<file path="src/common/tpc_pkg.sv">
package tpc_pkg;
  // Timing base
  localparam int CLK_HZ    = 20_000_000;
  localparam int CLK_NS    = 50;
  localparam int LATCH_NS  = 2000;
  localparam int CLEAR_NS  = 2000;
  localparam int LATCH_CYC = (LATCH_NS + CLK_NS - 1) / CLK_NS;
  localparam int CLEAR_CYC = (CLEAR_NS + CLK_NS - 1) / CLK_NS;
  localparam int DEB_US    = 5000;
  localparam int DEB_CYC   = DEB_US * (CLK_HZ / 1_000_000);

  // Serial clock chain
  localparam int PRE_DIV   = 9;
  localparam int BAUD_DIV  = 13;
  localparam int HALVINGS  = 4;
  localparam int RATES     = 5;
  localparam int RATE_W    = 3;
  localparam int OVERS     = 16;
  localparam int BYTE_W    = 8;
  localparam int STOP_IDX  = BYTE_W + 1;

  // Channels and counters
  localparam int N_CH      = 4;
  localparam int N_DATA    = 3;
  localparam int CH_TIME   = 3;
  localparam int DIGITS    = 3;
  localparam int DIG_W     = 4;
  localparam logic [3:0] DIG_MAX = 4'h9;

  // Ports and command fields
  localparam int NUM_PORTS   = 10;
  localparam int PORT_W      = 4;
  localparam int PORT_STRIDE = 2;
  localparam int PORT_ADC    = 6;
  localparam int PORT_STAT   = 8;
  localparam int CMD_RUN_BIT = 7;
  localparam int HI_NEW_BIT  = 7;
  localparam int HI_OVF_BIT  = 4;

  // Reset values
  localparam logic [22:0] SYNC_RST = 23'h000100;
endpackage

</file>
<file path="src/rtl/tpc_buf2.sv">
module tpc_buf2 #(
  parameter int W     = 8,
  parameter int DEPTH = 2
) (
  input  wire logic         clk_in,
  input  wire logic         resetn_in,
  input  wire logic         ce_in,
  input  wire logic         in_valid_in,
  output logic              in_ready_out,
  input  wire logic [W-1:0] in_data_in,
  output logic              out_valid_out,
  input  wire logic         out_ready_in,
  output logic [W-1:0]      out_data_out
);
  localparam int AW = (DEPTH > 1) ? $clog2(DEPTH) : 1;

  logic [W-1:0]  mem [DEPTH];
  logic [AW-1:0] wp;
  logic [AW-1:0] rp;
  logic [AW:0]   fill;

  function automatic logic [AW-1:0] bump(input logic [AW-1:0] p);
    return (p == AW'(DEPTH - 1)) ? '0 : p + 1'b1;
  endfunction

  wire logic push = in_valid_in && in_ready_out;
  wire logic pop  = out_valid_out && out_ready_in;

  assign in_ready_out  = fill != (AW + 1)'(DEPTH);
  assign out_valid_out = fill != '0;
  assign out_data_out  = mem[rp];

  always_ff @(posedge clk_in) begin
    if (!resetn_in) begin
      wp   <= '0;
      rp   <= '0;
      fill <= '0;
    end else if (ce_in) begin
      if (push) begin
        mem[wp] <= in_data_in;
        wp      <= bump(wp);
      end
      if (pop) begin
        rp <= bump(rp);
      end
      if (push && !pop) begin
        fill <= fill + 1'b1;
      end else if (pop && !push) begin
        fill <= fill - 1'b1;
      end
    end
  end
endmodule

</file>
<file path="src/rtl/tpc_uart.sv">
module tpc_uart
  import tpc_pkg::*;
(
  input  wire logic              clk_in,
  input  wire logic              resetn_in,
  input  wire logic              ce_in,
  input  wire logic              tick16_in,
  input  wire logic              rxd_in,
  input  wire logic [BYTE_W-1:0] tx_data_in,
  input  wire logic              tx_valid_in,
  output logic                   tx_ready_out,
  output logic                   txd_out,
  output logic [BYTE_W-1:0]      rx_data_out,
  output logic                   rx_valid_out
);
  localparam logic [3:0] HALF_T = 4'(OVERS / 2 - 1);
  localparam logic [3:0] LAST_T = 4'(OVERS - 1);

  typedef enum logic [1:0] {RX_IDLE, RX_START, RX_DATA, RX_STOP} tpc_rx_type;
  typedef enum logic {TX_IDLE, TX_SEND} tpc_tx_type;

  tpc_rx_type      rx_st;
  tpc_tx_type      tx_st;
  logic [3:0]      rx_tick;
  logic [2:0]      rx_bits;
  logic [3:0]      tx_tick;
  logic [3:0]      tx_bits;
  logic [BYTE_W:0] tx_sh;

  assign tx_ready_out = tx_st == TX_IDLE;

  // Eight data bits, no parity, sampled mid-bit on the 16x tick
  always_ff @(posedge clk_in) begin
    if (!resetn_in) begin
      rx_st        <= RX_IDLE;
      rx_tick      <= '0;
      rx_bits      <= '0;
      rx_data_out  <= '0;
      rx_valid_out <= 1'b0;
    end else if (ce_in) begin
      rx_valid_out <= 1'b0;
      if (tick16_in) begin
        rx_tick <= rx_tick + 4'h1;
        unique case (rx_st)
          RX_IDLE: begin
            rx_tick <= '0;
            if (!rxd_in) rx_st <= RX_START;
          end
          RX_START: if (rx_tick == HALF_T) begin
            // A glitch shorter than half a bit is not a start
            rx_tick <= '0;
            rx_bits <= '0;
            rx_st   <= rxd_in ? RX_IDLE : RX_DATA;
          end
          RX_DATA: if (rx_tick == LAST_T) begin
            rx_data_out <= {rxd_in, rx_data_out[BYTE_W-1:1]};
            rx_bits     <= rx_bits + 3'h1;
            if (rx_bits == 3'h7) rx_st <= RX_STOP;
          end
          RX_STOP: if (rx_tick == LAST_T) begin
            rx_valid_out <= rxd_in;
            rx_st        <= RX_IDLE;
          end
        endcase
      end
    end
  end

  always_ff @(posedge clk_in) begin
    if (!resetn_in) begin
      tx_st   <= TX_IDLE;
      tx_sh   <= '1;
      tx_tick <= '0;
      tx_bits <= '0;
      txd_out <= 1'b1;
    end else if (ce_in) begin
      unique case (tx_st)
        TX_IDLE: if (tx_valid_in) begin
          tx_sh   <= {1'b1, tx_data_in};
          txd_out <= 1'b0;
          tx_tick <= '0;
          tx_bits <= '0;
          tx_st   <= TX_SEND;
        end
        TX_SEND: if (tick16_in) begin
          tx_tick <= tx_tick + 4'h1;
          if (tx_tick == LAST_T) begin
            tx_bits <= tx_bits + 4'h1;
            txd_out <= tx_sh[0];
            tx_sh   <= {1'b1, tx_sh[BYTE_W:1]};
            if (tx_bits == 4'(STOP_IDX)) begin
              txd_out <= 1'b1;
              tx_st   <= TX_IDLE;
            end
          end
        end
      endcase
    end
  end
endmodule

</file>
<file path="src/rtl/tpc_top.sv">
// How it works
// - Positive pulse sets, negative clears track flop
// - Repeated same-polarity pulses leave level unchanged
// - Master reset clears every track flop
// - Time track rise fires fixed-width latch strobe
// - Clear pulse starts when latch strobe ends
// - Three decimal digits per data channel
// - Overflow sets past 999, stays beyond 1999
// - Strobe captures count and overflow into holders
// - Clear pulse zeroes digits and overflow
// - Time track rise sets new-data flags
// - Only low-word select clears new-data flag
// - Low holder reaches bus only when selected
// - High select puts holder and flag on bus
// - Converter byte on bus only when selected
// - Debounced button, valid, busy read at port 8
// - Command top bit drives tape relay
// - Low nibble 0-9 decodes to one active select, 10-15 to none
// - Received byte answers with selected port byte
// - Eight data bits, no parity
// - Serial logic ticks at sixteen times rate
// - Divide by 9, 13, then four halvings
// - Switch picks about 10684 down to 668 baud
module tpc_top
  import tpc_pkg::*;
#(
  parameter int DEB_LEN = DEB_CYC
) (
  input  wire logic              clk_in,
  input  wire logic              resetn_in,
  input  wire logic              ce_in,
  input  wire logic [N_CH-1:0]   pos_pulse_in,
  input  wire logic [N_CH-1:0]   neg_pulse_in,
  input  wire logic              rxd_in,
  input  wire logic              button_in,
  input  wire logic [BYTE_W-1:0] adc_data_in,
  input  wire logic              adc_valid_in,
  input  wire logic              adc_busy_in,
  input  wire logic [RATE_W-1:0] rate_sel_in,
  output logic                   txd_out,
  output logic                   relay_out,
  output logic [NUM_PORTS-1:0]   port_sel_n_out,
  output logic [N_CH-1:0]        track_out
);
  localparam int SYNC_W = 23;
  localparam int TW     = $clog2((LATCH_CYC > CLEAR_CYC ? LATCH_CYC : CLEAR_CYC) + 1);
  localparam int DEB_W  = $clog2(DEB_LEN + 1);
  localparam int CW     = DIGITS * DIG_W;
  localparam logic [HALVINGS:0] ONE_H = (HALVINGS + 1)'(1);

  function automatic logic [CW:0] bcd_inc(input logic [CW-1:0] v);
    logic             c;
    logic [DIG_W-1:0] d;
    logic [CW-1:0]    r;
    c = 1'b1;
    r = v;
    for (int i = 0; i < DIGITS; i++) begin
      d = v[i*DIG_W +: DIG_W];
      if (c) begin
        if (d == DIG_MAX) begin
          d = '0;
        end else begin
          d = d + 4'h1;
          c = 1'b0;
        end
      end
      r[i*DIG_W +: DIG_W] = d;
    end
    return {c, r};
  endfunction

  function automatic logic [NUM_PORTS-1:0] port_dec(input logic [PORT_W-1:0] n);
    logic [NUM_PORTS-1:0] r;
    r = '1;
    for (int i = 0; i < NUM_PORTS; i++) begin
      if (n == PORT_W'(i)) r[i] = 1'b0;
    end
    return r;
  endfunction

  // Input synchronisers
  logic [SYNC_W-1:0] sync1;
  logic [SYNC_W-1:0] sync2;
  logic [N_CH-1:0]   pos_s;
  logic [N_CH-1:0]   neg_s;
  logic              rxd_s;
  logic              btn_s;
  logic [BYTE_W-1:0] adc_s;
  logic              valid_s;
  logic              busy_s;
  logic [RATE_W-1:0] rate_s;

  always_ff @(posedge clk_in) begin
    if (!resetn_in) begin
      sync1 <= SYNC_RST;
      sync2 <= SYNC_RST;
    end else if (ce_in) begin
      sync1 <= {rate_sel_in, adc_busy_in, adc_valid_in, adc_data_in,
                button_in, rxd_in, neg_pulse_in, pos_pulse_in};
      sync2 <= sync1;
    end
  end

  assign {rate_s, busy_s, valid_s, adc_s, btn_s, rxd_s, neg_s, pos_s} = sync2;

  // Track restoration
  logic [N_CH-1:0] track;
  logic [N_CH-1:0] track_d;
  wire logic [N_CH-1:0] set_pulse  = pos_s & ~neg_s;
  wire logic [N_CH-1:0] clr_pulse  = neg_s & ~pos_s;
  // Both comparators at once is noise: the level holds
  wire logic [N_CH-1:0] next_track = (track | set_pulse) & ~clr_pulse;
  wire logic [N_CH-1:0] rise       = track & ~track_d;

  always_ff @(posedge clk_in) begin
    if (!resetn_in) begin
      track   <= '0;
      track_d <= '0;
    end else if (ce_in) begin
      track   <= next_track;
      track_d <= track;
    end
  end

  assign track_out = track;

  // Latch strobe, then clear pulse
  logic [TW-1:0] latch_cnt;
  logic [TW-1:0] clear_cnt;
  wire logic latch_act   = latch_cnt != '0;
  wire logic clear_act   = clear_cnt != '0;
  wire logic latch_last  = latch_cnt == TW'(1);
  // A time edge inside the strobe or the clear is dropped, not queued
  wire logic start_latch = rise[CH_TIME] && !latch_act && !clear_act;
  wire logic [TW-1:0] next_latch = start_latch ? TW'(LATCH_CYC) : (latch_act ? latch_cnt - 1'b1 : '0);
  wire logic [TW-1:0] next_clear = latch_last ? TW'(CLEAR_CYC) : (clear_act ? clear_cnt - 1'b1 : '0);

  always_ff @(posedge clk_in) begin
    if (!resetn_in) begin
      latch_cnt <= '0;
      clear_cnt <= '0;
    end else if (ce_in) begin
      latch_cnt <= next_latch;
      clear_cnt <= next_clear;
    end
  end

  // Counters, holders, flags
  logic [CW-1:0]       cnt      [N_DATA];
  logic [CW-1:0]       next_cnt [N_DATA];
  logic [BYTE_W-1:0]   lo_hold  [N_DATA];
  logic [DIG_W:0]      hi_hold  [N_DATA];
  logic [BYTE_W-1:0]   ch_byte  [N_DATA];
  logic [N_DATA-1:0]   ovf;
  logic [N_DATA-1:0]   next_ovf;
  logic [N_DATA-1:0]   new_data;
  logic [N_DATA-1:0]   next_new;
  logic [N_DATA-1:0]   low_word_select_n;
  logic [N_DATA-1:0]   high_word_select_n;

  for (genvar c = 0; c < N_DATA; c++) begin : g_ch
    wire logic [CW:0] inc = bcd_inc(cnt[c]);
    assign low_word_select_n[c]  = port_sel_n_out[PORT_STRIDE*c];
    assign high_word_select_n[c] = port_sel_n_out[PORT_STRIDE*c+1];
    assign next_cnt[c] = clear_act ? '0 : (rise[c] ? inc[CW-1:0] : cnt[c]);
    assign next_ovf[c] = !clear_act && (ovf[c] || (rise[c] && inc[CW]));
    assign next_new[c] = rise[CH_TIME] || (new_data[c] && low_word_select_n[c]);
    assign ch_byte[c]  = (!low_word_select_n[c] ? lo_hold[c] : '0)
                       | (!high_word_select_n[c]
                          ? {new_data[c], 2'h0, hi_hold[c]} : '0);
  end

  always_ff @(posedge clk_in) begin
    if (!resetn_in) begin
      ovf      <= '0;
      new_data <= '0;
      for (int c = 0; c < N_DATA; c++) begin
        cnt[c]     <= '0;
        lo_hold[c] <= '0;
        hi_hold[c] <= '0;
      end
    end else if (ce_in) begin
      ovf      <= next_ovf;
      new_data <= next_new;
      for (int c = 0; c < N_DATA; c++) begin
        cnt[c] <= next_cnt[c];
        // Taken on the strobe's last cycle so no edge before it is lost
        if (latch_last) begin
          lo_hold[c] <= cnt[c][BYTE_W-1:0];
          hi_hold[c] <= {ovf[c], cnt[c][CW-1 -: DIG_W]};
        end
      end
    end
  end

  // Push button debounce
  logic             btn_db;
  logic [DEB_W-1:0] deb_cnt;
  wire logic             deb_done     = deb_cnt == DEB_W'(DEB_LEN - 1);
  wire logic [DEB_W-1:0] next_deb_cnt = (btn_s == btn_db || deb_done) ? '0 : deb_cnt + 1'b1;

  always_ff @(posedge clk_in) begin
    if (!resetn_in) begin
      btn_db  <= 1'b0;
      deb_cnt <= '0;
    end else if (ce_in) begin
      deb_cnt <= next_deb_cnt;
      if (deb_done) btn_db <= btn_s;
    end
  end

  // Shared byte bus
  wire logic [BYTE_W-1:0] adc_term  = !port_sel_n_out[PORT_ADC] ? adc_s : '0;
  wire logic [BYTE_W-1:0] stat_term = !port_sel_n_out[PORT_STAT]
                                      ? {5'h00, busy_s, valid_s, btn_db} : '0;
  wire logic [BYTE_W-1:0] bus_byte  = ch_byte[0] | ch_byte[1] | ch_byte[2] | adc_term | stat_term;

  // Serial clock chain
  logic [3:0]          pre_cnt;
  logic [3:0]          baud_cnt;
  logic [HALVINGS-1:0] half_cnt;
  wire logic pre_tick  = pre_cnt == 4'(PRE_DIV - 1);
  wire logic baud_tick = pre_tick && baud_cnt == 4'(BAUD_DIV - 1);
  wire logic [HALVINGS:0]   rate_pow  = (ONE_H << rate_s) - ONE_H;
  // Codes above the slowest rate fall back to the slowest
  wire logic [HALVINGS-1:0] rate_mask = (rate_s >= RATE_W'(RATES)) ? '1 : rate_pow[HALVINGS-1:0];
  wire logic tick16 = baud_tick && ((half_cnt & rate_mask) == rate_mask);

  always_ff @(posedge clk_in) begin
    if (!resetn_in) begin
      pre_cnt  <= '0;
      baud_cnt <= '0;
      half_cnt <= '0;
    end else if (ce_in) begin
      pre_cnt <= pre_tick ? '0 : pre_cnt + 4'h1;
      if (pre_tick) baud_cnt <= baud_tick ? '0 : baud_cnt + 4'h1;
      if (baud_tick) half_cnt <= half_cnt + 1'b1;
    end
  end

  // Command handling and reply
  logic              rx_valid;
  logic [BYTE_W-1:0] rx_data;
  logic              pend;
  logic              buf_in_ready;
  logic              buf_out_valid;
  logic              tx_ready;
  logic [BYTE_W-1:0] buf_out_data;
  // A fresh command beats the push that retires the old one
  wire logic next_pend = rx_valid || (pend && !buf_in_ready);

  always_ff @(posedge clk_in) begin
    if (!resetn_in) begin
      pend           <= 1'b0;
      relay_out      <= 1'b0;
      port_sel_n_out <= '1;
    end else if (ce_in) begin
      pend <= next_pend;
      if (rx_valid) begin
        relay_out      <= rx_data[CMD_RUN_BIT];
        port_sel_n_out <= port_dec(rx_data[PORT_W-1:0]);
      end
    end
  end

  tpc_buf2 #(
    .W     (BYTE_W),
    .DEPTH (2)
  ) u_buf (
    .clk_in        (clk_in),
    .resetn_in     (resetn_in),
    .ce_in         (ce_in),
    .in_valid_in   (pend),
    .in_ready_out  (buf_in_ready),
    .in_data_in    (bus_byte),
    .out_valid_out (buf_out_valid),
    .out_ready_in  (tx_ready),
    .out_data_out  (buf_out_data)
  );

  tpc_uart u_uart (
    .clk_in       (clk_in),
    .resetn_in    (resetn_in),
    .ce_in        (ce_in),
    .tick16_in    (tick16),
    .rxd_in       (rxd_s),
    .tx_data_in   (buf_out_data),
    .tx_valid_in  (buf_out_valid),
    .tx_ready_out (tx_ready),
    .txd_out      (txd_out),
    .rx_data_out  (rx_data),
    .rx_valid_out (rx_valid)
  );

  // Checks
  AST_TRACK_SET: assert property (@(posedge clk_in) disable iff (!resetn_in || !ce_in)
    set_pulse[0] |=> track[0]) else $error("track not set by positive pulse");
  AST_TRACK_HOLD: assert property (@(posedge clk_in) disable iff (!resetn_in || !ce_in)
    (pos_s[0] == neg_s[0]) |=> $stable(track[0])) else $error("track moved without a lone pulse");
  AST_RESET_CLEAR: assert property (@(posedge clk_in)
    !resetn_in |=> track == '0) else $error("reset left a track set");
  AST_LATCH_START: assert property (@(posedge clk_in) disable iff (!resetn_in || !ce_in)
    start_latch |=> latch_cnt == TW'(LATCH_CYC)) else $error("latch strobe not started");
  AST_CLEAR_AFTER: assert property (@(posedge clk_in) disable iff (!resetn_in || !ce_in)
    $fell(latch_act) |-> clear_cnt == TW'(CLEAR_CYC)) else $error("clear did not follow strobe");
  AST_OVF_KEEP: assert property (@(posedge clk_in) disable iff (!resetn_in || !ce_in)
    ovf[0] && !clear_act |=> ovf[0]) else $error("overflow dropped without clear");
  AST_CAPTURE: assert property (@(posedge clk_in) disable iff (!resetn_in || !ce_in)
    latch_last |=> lo_hold[0] == $past(cnt[0][BYTE_W-1:0])) else $error("count not captured");
  AST_CLEAR_ZERO: assert property (@(posedge clk_in) disable iff (!resetn_in || !ce_in)
    clear_act |=> cnt[0] == '0 && !ovf[0]) else $error("clear did not zero counter");
  AST_NEW_HOLD: assert property (@(posedge clk_in) disable iff (!resetn_in || !ce_in)
    new_data[0] && low_word_select_n[0] |=> new_data[0]) else $error("new-data lost unselected");
  AST_ONE_SEL: assert property (@(posedge clk_in) disable iff (!resetn_in)
    $onehot0(~port_sel_n_out)) else $error("more than one port selected");
  AST_RELAY: assert property (@(posedge clk_in) disable iff (!resetn_in || !ce_in)
    rx_valid |=> relay_out == $past(rx_data[CMD_RUN_BIT])) else $error("relay not from command");
  AST_REPLY: assert property (@(posedge clk_in) disable iff (!resetn_in || !ce_in)
    rx_valid |=> pend) else $error("command did not queue a reply");
  AST_COUNT: assert property (@(posedge clk_in) disable iff (!resetn_in || !ce_in)
    rise[0] && !clear_act && cnt[0] == 12'h009 |=> cnt[0] == 12'h010) else $error("decimal carry wrong");
endmodule

</file>
<file path="config.mk">
export PLATFORM = sky130hd
export DESIGN_NAME = tpc_top
export DESIGN_NICKNAME = d
export VERILOG_FILES = /design/src/common/tpc_pkg.sv /design/src/rtl/tpc_buf2.sv /design/src/rtl/tpc_uart.sv /design/src/rtl/tpc_top.sv
export SDC_FILE = /design/constraint.sdc
export NUM_CORES = 1
export LEC_CHECK = 0
export BUFFER_PORTS_ARGS = -buffer_cell sky130_fd_sc_hd__buf_2
export CAP_MARGIN = 20
export CORE_ASPECT_RATIO = 1.25
export CORE_MARGIN = 2
export CORE_UTILIZATION = 25
export CTS_BUF_LIST = sky130_fd_sc_hd__clkbuf_8
export DETAILED_ROUTE_END_ITERATION = 10
export GPL_TIMING_DRIVEN = 0
export SYNTH_ARGS = -nofsm -noshare
export SYNTH_HDL_FRONTEND = slang
export SYNTH_SLANG_ARGS = --single-unit
export TNS_END_PERCENT = 20
</file>
<file path="constraint.sdc">
create_clock -name clk_in -period 8.1 [get_ports clk_in]
set_clock_uncertainty 0.15 [all_clocks]
set_input_delay 0.405 -clock clk_in [delete_from_list [all_inputs] [get_ports clk_in]]
set_output_delay 0.405 -clock clk_in [all_outputs]
set_load 0.05 [all_outputs]
</file>
* Word-level counts from Yosys, hierarchy flattened *
Memory sizes are Yosys's and may differ from the RTL's. A register that Yosys moved wholly into a read port is not among the register bits.
Index checks and enable logic that the tools add are counted.
Widths: inputs -> output; s select.

word-level totals
  register bits after elaboration = 155
  memory bits (writable) = 91
  bits of input ports = 26
  output and inout port bits = 16
  logic and storage cells = 302
  memories = 4

operators by class
  add/subtract/negate cells = 24
  magnitude comparators = 1
  eq/ne operators = 41
  shifts and indexed selects = 1
  multiplexer cells = 124
  bitwise logic cells = 27
  reductions and logical operators = 51

memories
  memory     words  bits a word  rd ports  clocked after memory_dff  wr ports  RTL line        source
  cnt        3      12           3         0                         3         tpc_top.sv:149  logic [CW-1:0] cnt [N_DATA];
  lo_hold    3      8            3         0                         3         tpc_top.sv:151  logic [BYTE_W-1:0] lo_hold [N_DATA];
  u_buf.mem  2      8            1         1                         1         tpc_buf2.sv:17  logic [W-1:0] mem [DEPTH];
  hi_hold    3      5            3         0                         3         tpc_top.sv:152  logic [DIG_W:0] hi_hold [N_DATA];

operators by type and width
  cell                   number
  $mux 12                9
  $mux 4                 23
  $mux 8                 10
  $eq 4x4->1 const B     16
  $add 4x1->4 const B    15
  $mux 1                 52
  $or 8x8->8             6
  $mux 9                 3
  $mux 6                 4
  $pmux 4 s2             3
  $and 4x4->4            5
  $eq 4x3->1 const B     5
  $logic_and 1x1->1      18
  $pmux 9 s2             1
  $add 17x1->17 const B  1
  $eq 17x17->1 const B   1
  $mux 17                1
  $mux 2                 8
  $not 4->4              4
  $reduce_and 2->1       8
  $mux 5                 3
  $reduce_bool 6->1      2
  $sub 6x1->6 const B    2
  $ne 2x1->1 const B     5
  other kinds (33)       64

* Logic depth before layout (Yosys ltp) *
Gate-level depths: netlist of the first run.

  word-level depth = 8
  gate-level depth with buffers = 10
  gate-level depth less buffers = 9

* By module *
A second synthesis of the first run with hierarchy kept.

second synthesis, totals
  cell total of the unflattened synthesis = 1088
  area, all modules = 11143.2 µm²

by module, submodules not included
  module    instances  cells each  area an instance (µm²)  sequential area each (µm²)
  tpc_top   1          839         8529.4                  4534.3
  tpc_uart  1          197         1781.7                  720.7
  tpc_buf2  1          52          832.0                   580.6

* Worst setup path before layout of the first run *
OpenSTA, ideal clock, no wires.

  path kind = reg2reg
  start = reg latch_cnt[5]
  end = mem hi_hold[0][0] (netlist bit) (enable)
  setup time = 0.489 ns
  arrival = 3.779 ns
  required time = 7.461 ns
  slack = 3.682 ns
  stages on the path, launching flop included = 5
  buffers on the path = 1
  period minus slack after synthesis = 4.418 ns
  path through = dfxtp_1 -> nor4_1 -> nand2_1 -> clkbuf_1 -> o21ai_0

RTL lines
  what                    RTL line        source
  start, declared         tpc_top.sv:128  logic [TW-1:0] latch_cnt;
  start signal, assigned  tpc_top.sv:143  latch_cnt <= next_latch;
  end, declared           tpc_top.sv:152

* Final worst setup path of the first run *
  start = reg sync2[20]
  end = reg u_uart.tx_tick[3]

on the way
  word-level cells in the longest chain between the ends = 8
  elaborated cells on any way between the ends = 9
  those cells by class = 1 x add/sub; 1 x order compare; 2 x eq/ne; 1 x shift; 1 x mux; 1 x bitwise; 2 x reduce/logical

ends and longest elaborated chain
  what                            RTL line        source
  start, declared                 tpc_top.sv:83   logic [SYNC_W-1:0] sync2;
  start signal, assigned          tpc_top.sv:100  sync2 <= sync1;
  $shl 1x3->4                     tpc_top.sv:224  wire logic [HALVINGS:0] rate_pow = (ONE_H << rate_s) - ONE_H;
  $sub 4x1->4                     tpc_top.sv:224
  $mux 4 (*)                      tpc_top.sv:226  wire logic [HALVINGS-1:0] rate_mask = (rate_s >= RATE_W'(RATES)) ? '1 : rate_pow[HALVINGS-1:0];
  $and 4x4->4                     tpc_top.sv:227  wire logic tick16 = baud_tick && ((half_cnt & rate_mask) == rate_mask);
  $eq 4x4->1 (*)                  tpc_top.sv:227
  $logic_and 1x1->1 (*)           tpc_top.sv:227
  $ne 2x2->1 (no line) (*)        -
  $reduce_and 3->1 (no line) (*)  -
  end signal, assigned            tpc_uart.sv:86  tx_tick <= tx_tick + 4'h1;
  end, declared                   tpc_uart.sv:26  logic [3:0] tx_tick;

Every way passes the cells marked *; elsewhere a longest branch is shown, timed or not.
A chain may end at the register's enable or synchronous reset.

==> results of run 1 <==
## cell type report
class	instances	area, µm²	share of cell area
buffer	47	184	0.0140
clock inverter	23	184	0.0140
antenna	1	2.50	0.000191
sequential	246	5840	0.445
multi-input combinational	769	4830	0.368
timing repair buffer	65	463	0.0353
clock buffer	55	757	0.0578
inverter	39	146	0.0112
tap	565	707	0.0539
## critical path, delay by kind of cell (launching register included)
| kind | cells | cell delay [ns] |
|---|---|---|
| and+or+nand+nor | 5 | 1.72 |
| adders and majority gates | 1 | 0.23 |
| DFF | 1 | 0.38 |
| AOI/OAI and AO/OA | 2 | 0.31 |
## metrics by stage
step | util | instances | total power [mW] | hold slack (ns)
3_3_place_gp | 0.275 | 1707 | 2.20 | 0.296
2_1_floorplan | - | 1101 | 2.02 | 0.282
6_report | 0.304 | 1810 | 3.43 | 0.230
4_1_cts | 0.304 | 1809 | 3.46 | 0.200
5_1_grt | 0.304 | 1810 | 3.61 | 0.218
3_5_place_dp | 0.276 | 1708 | 2.22 | 0.300
## sequential cells by signal, summed over array words and instances (netlist names), 4 cells and up, named ones only
register	cells
lo_hold	24
port_sel_n_out	10
clear_cnt	6
hi_hold	15
sync2	23
u_uart.tx_bits	4
track_d	4
sync1	23
u_uart.rx_tick	4
latch_cnt	6
u_buf.mem	16
track_out	4
cnt	36
half_cnt	4
deb_cnt	17
u_uart.tx_tick	4
baud_cnt	4
pre_cnt	4
u_uart.tx_sh	8
u_uart.rx_data_out	8
## power groups by stage
stage | registers, mW | logic (mW) | clock network (mW)
finish | 1.59 | 0.611 | 1.22
global placement | 1.61 | 0.583 | 0
detailed placement | 1.62 | 0.604 | 0
global route | 1.61 | 0.689 | 1.31
floorplan | 1.58 | 0.441 | 0
CTS | 1.59 | 0.617 | 1.25
## how the worst max path moves through the flow
stage | start | endpoint | slack (ns)
3_5_place_dp | resetn_in | u_buf.mem[0][4] | 5.13
4_1_cts | sync2[20] | u_uart.tx_tick[3] | 5.20
6_report | sync2[20] | u_uart.tx_tick[3] | 5.22
2_1_floorplan | latch_cnt[5] | hi_hold[0][0] | 3.68
3_3_place_gp | latch_cnt[2] | lo_hold[0][16] | 2.44
5_1_grt | sync2[20] | u_uart.tx_tick[3] | 5.07
## metal layers
layer,GRT usage,vias up
li1,-,4119
met1,0.150,3983
met2,0.206,172
met3,0.0250,72
met4,0.0657,0
met5,0,-
## logic make-up (layout without fill, tap and decap cells)
kind of cell    after synthesis  in the layout  synth area share
compound gates              169            169            0.0927
xor+xnor                     38             38            0.0303
fa+ha+maj                    40             40            0.0456
buf+inv                      86            229            0.0301
flops                       246            246             0.531
mux                          75             75            0.0688
other cells                   0              1                 0
simple gates                447            447             0.201
## layout by cell type (no fill, tap or decap), drive strengths merged, types with 13 or more instances in the layout
master	n
dlygate4sd3	23
nand3	27
nor2	160
inv	51
xor2	16
edfxtp	91
a22oi	23
dfxtp	155
a21oi	59
mux2i	71
nand2	88
xnor2	22
nand4	13
buf	49
o21ai	47
clkbuf	95
nor3	36
and2	41
ha	40
## what timing repair did
action,4_1_cts,5_1_grt
setup endpoints to repair,0,0
buffers inserted,0,0
hold endpoints to repair,23,0
hold buffers,23,0
==> impl_metrics.toml, run 1 <==
[timing]
max_freq_mhz = 347
hold_viol_final = 0
rsz0062_at_grt = "no"
slew_headroom = 0.385
worst_pin_slew_ns = 0.922
final.setup.worst_slack_ns = 5.22
tns_ns = 0
setup_viol = 0
finalCriticalPeriod_ns = 2.88
slew_viol_final = 0
fin_crit_sh = 0.356

[critical_path]
crit_chain = "or3_4 > ha_1 > or2_2 > a21oi_1 > or3_1 > nand4_1 > or3_1 > a21oi_1"
cp-end-kind = "flip-flop"
slowest_stage = "or3_1"
r2r_cells = 8
path_class = "flip-flop to flip-flop"
reg2reg_to = "u_uart.tx_tick[3]"
r2r_start = "sync2[20]"
critPathArrivalTime_ns = 3.19
slowest_delay_ns = 0.44
worstPathMaxFanout = 8
worst_ep_required_time_ns = 8.41
r2r_slack_ns = 5.22
worstSetupStartpointType = "flip-flop"

[synth]
syn_area_per_cell_um2 = 9.98
seq_area_frac_synth = 0.531
yosysTopAreaCell = "dfxtp_1"
async_flop_share = 0
syn_area_um2 = 11000
synth_common_cells = "nor2_1 (160), dfxtp_1 (155), edfxtp_1 (91), nand2_1 (88), mux2i_1 (71)"
synth_top_flop_cell = "dfxtp_1"
synth-seq-cells = 246
synth_cell_types = 60
synth_most_common_cell = "nor2_1"
syn_nets = 1167
synth.top_cell.area_share = 0.283
syn_inst = 1101
ys_warn_count = 0
synth_area_leaders = "dfxtp_1 (28%), edfxtp_1 (25%), mux2i_1 (6.5%)"
synth_edf_count = 91

[power]
p_int_mw = 2.41
sequentialPowerShare = 0.465
cellLeakagePower_nw = 5.01
clockPowerShare = 0.357
switchingPower_mw = 1.02
pwr-share-comb = 0.178
ir_drop_uv = 197
switching_share = 0.298
p_per_area_nw_per_um2 = 261

[placement]
port-buffer-count = 41
placedInstanceArea_um2 = 11900
gp_congestion = 0.817
dp_slack_ns = 5.13
dp_hpwl_mm = 20.1

[cells_and_area]
final_area_um2 = 13100
n_fill_cell = 4538
syn2layout_area_growth_pct = 19.3
drive_above_1_share = 0.109
nets = 1276

[clock_network]
post_cts_resized = 0
cts_root_buf = "clkbuf_8"
cts_tree = "yes"
clk_path_buf_depth = 3
cts_made_buffers = 42
clock_sinks = 246
htreeDepth = 2
clk_transition_reported_paths_ns = 0.06
clk_latency_ns = 0.55

[drt]
highest_layer = "met4"
wl_met2_mm = 13.5
antenna_left = 0
drt_pre_antenna_iters = 5
vias_per_cell = 4.61
vias = 8346
drc = 0
routed_wl_mm = 28.2
wl_met1_mm = 12.4
met3_length_mm = 1.16
wire_per_inst_um = 15.6
drtIter0Drc = 384

[global_route]
grt_overflow = 0
grt_usage = 0.124
grt_pass1_wl_mm = 44.4
grt_max_degree = 23
antenna_found_initial = 2
first_global_vias = 8186

[flow_run]
drv_cap = 0

[floorplan]
std_cell_rows = 85
dieArea_um2 = 45600
core_um2 = 43200
die_height_um = 238
ios = 42
start_util = 0.254
die_w_um = 191

[hold_path]
whs_path_depth = 3
min_path_type = "input port to flip-flop"
holdPathEnd = "clear_cnt[0]"
min-delay-start = "resetn_in"

[outcome]
status = "completed"
Power figures use the tool's default switching activity.
==> run 2, diff against run 1 <==
--- a/config.mk
+++ b/config.mk
@@ -5,6 +5,7 @@
 export SDC_FILE = /design/constraint.sdc
 export NUM_CORES = 1
 export LEC_CHECK = 0
+export ABC_AREA = 1
 export BUFFER_PORTS_ARGS = -buffer_cell sky130_fd_sc_hd__buf_2
 export CAP_MARGIN = 20
 export CORE_ASPECT_RATIO = 1.25
==> constraint.sdc (replaced) <==
create_clock -name clk_in -period 2.9 [get_ports clk_in]
set_clock_uncertainty 0.15 [all_clocks]
set_input_delay 0.145 -clock clk_in [delete_from_list [all_inputs] [get_ports clk_in]]
set_output_delay 0.145 -clock clk_in [all_outputs]
set_load 0.05 [all_outputs]
==> run 2 against run 1 <==
Net effect:
- clock-buffer cell count shrank 10
- non-clock buffer count decreased by 10
- combinational power is 150% higher
- global-route usage down 0.84 points
- critical path depth fell by 1
- synthesized cell count increased by 11%
- highest routed layer unchanged
- area after synthesis is 1.8% lower
- power rose to 2.6 times the previous value
- sequential share of layout area increased by 1.4 points
- hold slack lost 0.19 ns
- core utilization is 0.70 points lower
- flip-flop and latch count is the same
==> impl_metrics.toml, run 2 <==
[clock_network]
clk_transition_reported_paths_ns = 0.06
cts_root_buf = "clkbuf_8"
htreeDepth = 2
cts_tree = "yes"
clk_latency_ns = 0.54
cts_made_buffers = 38
clock_sinks = 246
post_cts_resized = 0
clk_path_buf_depth = 3

[critical_path]
crit_chain = "dlygate4sd3_1 > buf_2 > inv_1 > clkbuf_1 > o31ai_1 > nand2_1 > a21oi_1"
r2r_start = "clear_cnt[0]"
worstSetupStartpointType = "input port"
critPathArrivalTime_ns = 2.71
endpoint = "cnt[0][10]"
worst_ep_required_time_ns = 2.94
r2r_slack_ns = 0.37
startpoint = "ce_in"
worstPathMaxFanout = 10
slowest_delay_ns = 0.78
path_class = "input port to flip-flop"
reg2reg_to = "cnt[0][20]"
cp-end-kind = "flip-flop"
slowest_stage = "o31ai_1"
r2r_cells = 10

[drt]
vias_per_cell = 4.31
drc = 0
drtIter0Drc = 522
wire_per_inst_um = 13.3
drt_pre_antenna_iters = 5
routed_wl_mm = 25.5
vias = 8298
antenna_left = 0

[synth]
syn_inst = 1227
synth.top_cell.area_share = 0.288
syn_area_per_cell_um2 = 8.79
synth_most_common_cell = "inv_1"
syn_area_um2 = 10800
synth-seq-cells = 246
synth_edf_count = 91
seq_area_frac_synth = 0.541
syn_nets = 1293
synth_cell_types = 43
async_flop_share = 0
synth_area_leaders = "dfxtp_1 (29%), edfxtp_1 (25%), inv_1 (6.5%)"
ys_warn_count = 0
synth_common_cells = "inv_1 (188), nand2_1 (178), nor2_1 (161), dfxtp_1 (155), o21ai_0 (102)"
yosysTopAreaCell = "dfxtp_1"
synth_top_flop_cell = "dfxtp_1"

[power]
ir_drop_uv = 254
cellLeakagePower_nw = 5.02
p_per_area_nw_per_um2 = 693

[placement]
port-buffer-count = 40
dp_hpwl_mm = 18.8
gp_congestion = 0.850
dp_slack_ns = -0.0199

[cells_and_area]
nets = 1400
reg.largest.list = "cnt x36, lo_hold x24"
top_register = "cnt"
syn2layout_area_growth_pct = 17.9
layout_commonest_cell = "inv_1"
largest_reg_flops = 36
final_util = 0.297
mostFrequentLayoutCells = "inv_1 (204), nand2_1 (178), nor2_1 (161)"
antenna_cells = 0
drive_above_1_share = 0.0866

[timing]
slew_headroom = 0.447
fin_crit_sh = 0.920
worst_pin_slew_ns = 0.823
rsz0062_at_grt = "no"
max_freq_mhz = 375
finalCriticalPeriod_ns = 2.67
hold_viol_final = 0
final.setup.worst_slack_ns = 0.231
setup_viol = 0
tns_ns = 0
slew_viol_final = 0

[flow_run]
drv_cap = 0

[floorplan]
ios = 42
dieArea_um2 = 44800
die_w_um = 190
start_util = 0.252
std_cell_rows = 85
core_um2 = 42900
die_height_um = 236

[global_route]
grt_overflow = 0
first_global_vias = 8225
grt_max_degree = 33
grt_usage = 0.116
grt_pass1_wl_mm = 41.5
antenna_found_initial = 0

[hold_path]
min_path_type = "input port to flip-flop"

[outcome]
status = "completed"
run 2: cell families after synthesis:
kind of cell / after synthesis / share of synthesized area
AO/OA/AOI/OAI: 224 / 0.118
multiplexers: 8 / 0.00754
AND/OR/NAND/NOR: 444 / 0.175
adder cells (fa/ha/maj): 40 / 0.0464
XOR/XNOR: 37 / 0.0301
buffers and inverters: 228 / 0.0814
flip-flops: 246 / 0.541
run 2: layout make-up:
type | instances | area, µm²
Fill cell | 4457 | 30100
Sequential cell | 246 | 5840
Multi-Input combinational cell | 753 | 4080
Inverter | 193 | 726
Tap cell | 565 | 707
Clock buffer | 45 | 619
Timing Repair Buffer | 67 | 473
Buffer | 35 | 151
Clock inverter | 23 | 120
run 2: timing repair:
item / 4_1_cts / 5_1_grt
hold buffers: 24 / 0
setup buffers: 0 / 0
hold endpoints to repair: 31 / 0
run 2: through the flow:
step	hold WS, ns	total power, mW	cells	cell area, µm²
global route	0.0370	9.38	1927	12700
finish	0.0371	8.81	1927	12700
detailed placement	0.198	6.03	1833	11700
floorplan	0.108	5.59	1227	10800
CTS	0.00992	8.92	1925	12700
global placement	0.198	5.96	1832	11700
run 2: routing by layer:
| layer | track usage | routed length (µm) | up-vias |
|---|---|---|---|
| met4 | 0.0540 | 986 | 0 |
| met5 | 0 | 0 | - |
| met3 | 0.0193 | 775 | 48 |
| met2 | 0.206 | 12800 | 142 |
| li1 | - | - | 4275 |
| met1 | 0.134 | 11000 | 3833 |
run 2: power breakdown:
group / internal, mW / switching (mW) / leakage (nW)
logic: 0.548 / 0.968 / 2.37
registers: 4.12 / 0.344 / 2.21
clock network: 1.50 / 1.33 / 0.438
run 2: worst min path at each step:
stage                  endpoint  slack (ns)       startpoint  cells past startpoint
finish              baud_cnt[0]        0.04        resetn_in                      3
CTS                 baud_cnt[0]        0.01        resetn_in                      3
floorplan              sync1[0]        0.11  pos_pulse_in[0]                      2
detailed placement    sync1[13]        0.20   adc_data_in[3]                      3
global placement      sync1[13]        0.20   adc_data_in[3]                      3
global route        baud_cnt[0]        0.04        resetn_in                      3
run 2: critical path: cells and delay by family:
kind                   cells  cell delay, ns
AO/OA/AOI/OAI              2            1.15
AND/OR/NAND/NOR            1            0.16
buffers and inverters      4            1.26
==> run 3, diff against run 2 <==
--- a/config.mk
+++ b/config.mk
@@ -5,7 +5,7 @@
 export SDC_FILE = /design/constraint.sdc
 export NUM_CORES = 1
 export LEC_CHECK = 0
-export ABC_AREA = 1
+export ABC_AREA = 0
 export BUFFER_PORTS_ARGS = -buffer_cell sky130_fd_sc_hd__buf_2
 export CAP_MARGIN = 20
 export CORE_ASPECT_RATIO = 1.25
==> run 3 against run 2 <==
Net effect:
- flip-flop and latch count stayed put
- critical path type is now flip-flop to flip-flop
- register-to-register slack worse by 0.23 ns
- sequential share of layout area is 1.3 points lower
- routed wire length is 8.8% higher
==> impl_metrics.toml, run 3 (synthesis results as in run 1) <==
[cells_and_area]
final_util = 0.303
layout_commonest_cell = "nor2_1"
syn2layout_area_growth_pct = 19.2
drive_above_1_share = 0.114
n_fill_cell = 4588
mostFrequentLayoutCells = "nor2_1 (160), dfxtp_1 (155), edfxtp_1 (91)"
top_register = "cnt"
nets = 1281
largest_reg_flops = 36
final_area_um2 = 13100
reg.largest.list = "cnt x36, lo_hold x24"

[critical_path]
path_class = "flip-flop to flip-flop"
critPathArrivalTime_ns = 3.04
cp_top_family = "simple AND/OR/NAND/NOR gates"
worstPathMaxFanout = 10
worstSetupStartpointType = "flip-flop"
slowest_delay_ns = 0.67
slowest_stage = "or4b_2"
crit_chain = "or4b_2 > nor4_1 > or2_0 > buf_2 > nand2_1 > nand2_1 > buf_2 > nor2_1"
worst_ep_required_time_ns = 3.18
critical_path_buf_inv_count = 2
cp-end-kind = "flip-flop"

[outcome]
status = "completed"

[clock_network]
clk_latency_ns = 0.55
clk_path_buf_depth = 3
htreeDepth = 2
cts_tree = "yes"
cts_root_buf = "clkbuf_8"
cts_made_buffers = 43
clock_sinks = 246
clk_transition_reported_paths_ns = 0.06

[floorplan]
ios = 42
core_um2 = 43200
start_util = 0.254
die_height_um = 238
dieArea_um2 = 45600
die_w_um = 191
std_cell_rows = 85

[drt]
routed_wl_mm = 27.8
met3_length_mm = 1.03
highest_layer = "met4"
antenna_left = 0
vias_per_cell = 4.58
drtIter0Drc = 404
drc = 0
vias = 8324
drt_pre_antenna_iters = 5
wl_met2_mm = 13.9
wl_met1_mm = 11.8
wire_per_inst_um = 15.3

[flow_run]
drv_cap = 0

[timing]
slew_viol_final = 0
tns_ns = 0
final.setup.worst_slack_ns = 0.141
hold_viol_final = 0
setup_viol = 0
max_freq_mhz = 362
slew_headroom = 0.332
finalCriticalPeriod_ns = 2.76
rsz0062_at_grt = "no"
worst_pin_slew_ns = 1.00
fin_crit_sh = 0.952

[placement]
gp_congestion = 0.792
dp_hpwl_mm = 20.3
placedInstanceArea_um2 = 11900
dp_slack_ns = 0.0345
port-buffer-count = 41

[global_route]
antenna_found_initial = 2
grt_usage = 0.124
grt_max_degree = 33
grt_overflow = 0
first_global_vias = 8440
grt_pass1_wl_mm = 44.7

[power]
cellLeakagePower_nw = 5.02
p_per_area_nw_per_um2 = 718
ir_drop_uv = 401

[hold_path]
min_path_type = "input port to flip-flop"
## run 3: tightest hold or removal path, cell delays in order
cell and delay, ns:
buf_2 0.11, buf_4 0.18, nand2_1 0.11, a21oi_1 0.07, nor2_1 0.08
## run 3: stage by stage
step / total power, mW / hold slack, ns / cells
3_3_place_gp: 6.12 / 0.233 / 1707
4_1_cts: 9.51 / 0.000902 / 1812
3_5_place_dp: 6.20 / 0.244 / 1708
6_report: 9.41 / 0.0277 / 1816
5_1_grt: 9.92 / 0.0722 / 1816
2_1_floorplan: 5.65 / 0.123 / 1101
## run 3: routing by layer
metal | track usage | up-vias
met4 | 0.0585 | 0
met1 | 0.146 | 3972
met5 | 0 | -
met2 | 0.218 | 159
li1 | - | 4122
met3 | 0.0209 | 71
## run 3: final cells by class
cell class | count | area [µm²] | area share
clock inverters | 25 | 140 | 0.0107
clock buffers | 55 | 757 | 0.0578
diodes | 1 | 2.50 | 0.000191
plain buffers | 47 | 185 | 0.0141
well taps | 565 | 707 | 0.0540
flip-flops and latches | 246 | 5840 | 0.446
inverters | 39 | 146 | 0.0112
multi-input cells | 769 | 4830 | 0.369
repair buffers | 69 | 488 | 0.0373
## run 3: path summary, 6_finish.rpt
path,from,to,slack [ns],cells past startpoint
setup / recovery,deb_cnt[8],deb_cnt[14],0.14,8
hold / removal,ce_in,latch_cnt[2],0.03,5
setup reg to reg,deb_cnt[8],deb_cnt[14],0.14,8
hold reg to reg,clear_cnt[4],clear_cnt[4],0.31,1
## run 3: repair_timing
| action | in CTS | in global routing |
|---|---|---|
| endpoints found under the setup margin | 0 | 18 |
| setup buffers | 0 | 3 |
| resized for setup | 0 | 3 |
| hold buffers | 24 | 0 |
| endpoints found under the hold margin | 27 | 0 |
## run 3: power by group
part / internal [mW] / total [mW] / leakage, nW / switching, mW
clock: 1.80 / 3.25 / 0.511 / 1.44
sequential: 4.09 / 4.45 / 2.19 / 0.362
combinational: 0.652 / 1.71 / 2.32 / 1.06
total: 6.54 / 9.41 / 5.02 / 2.86
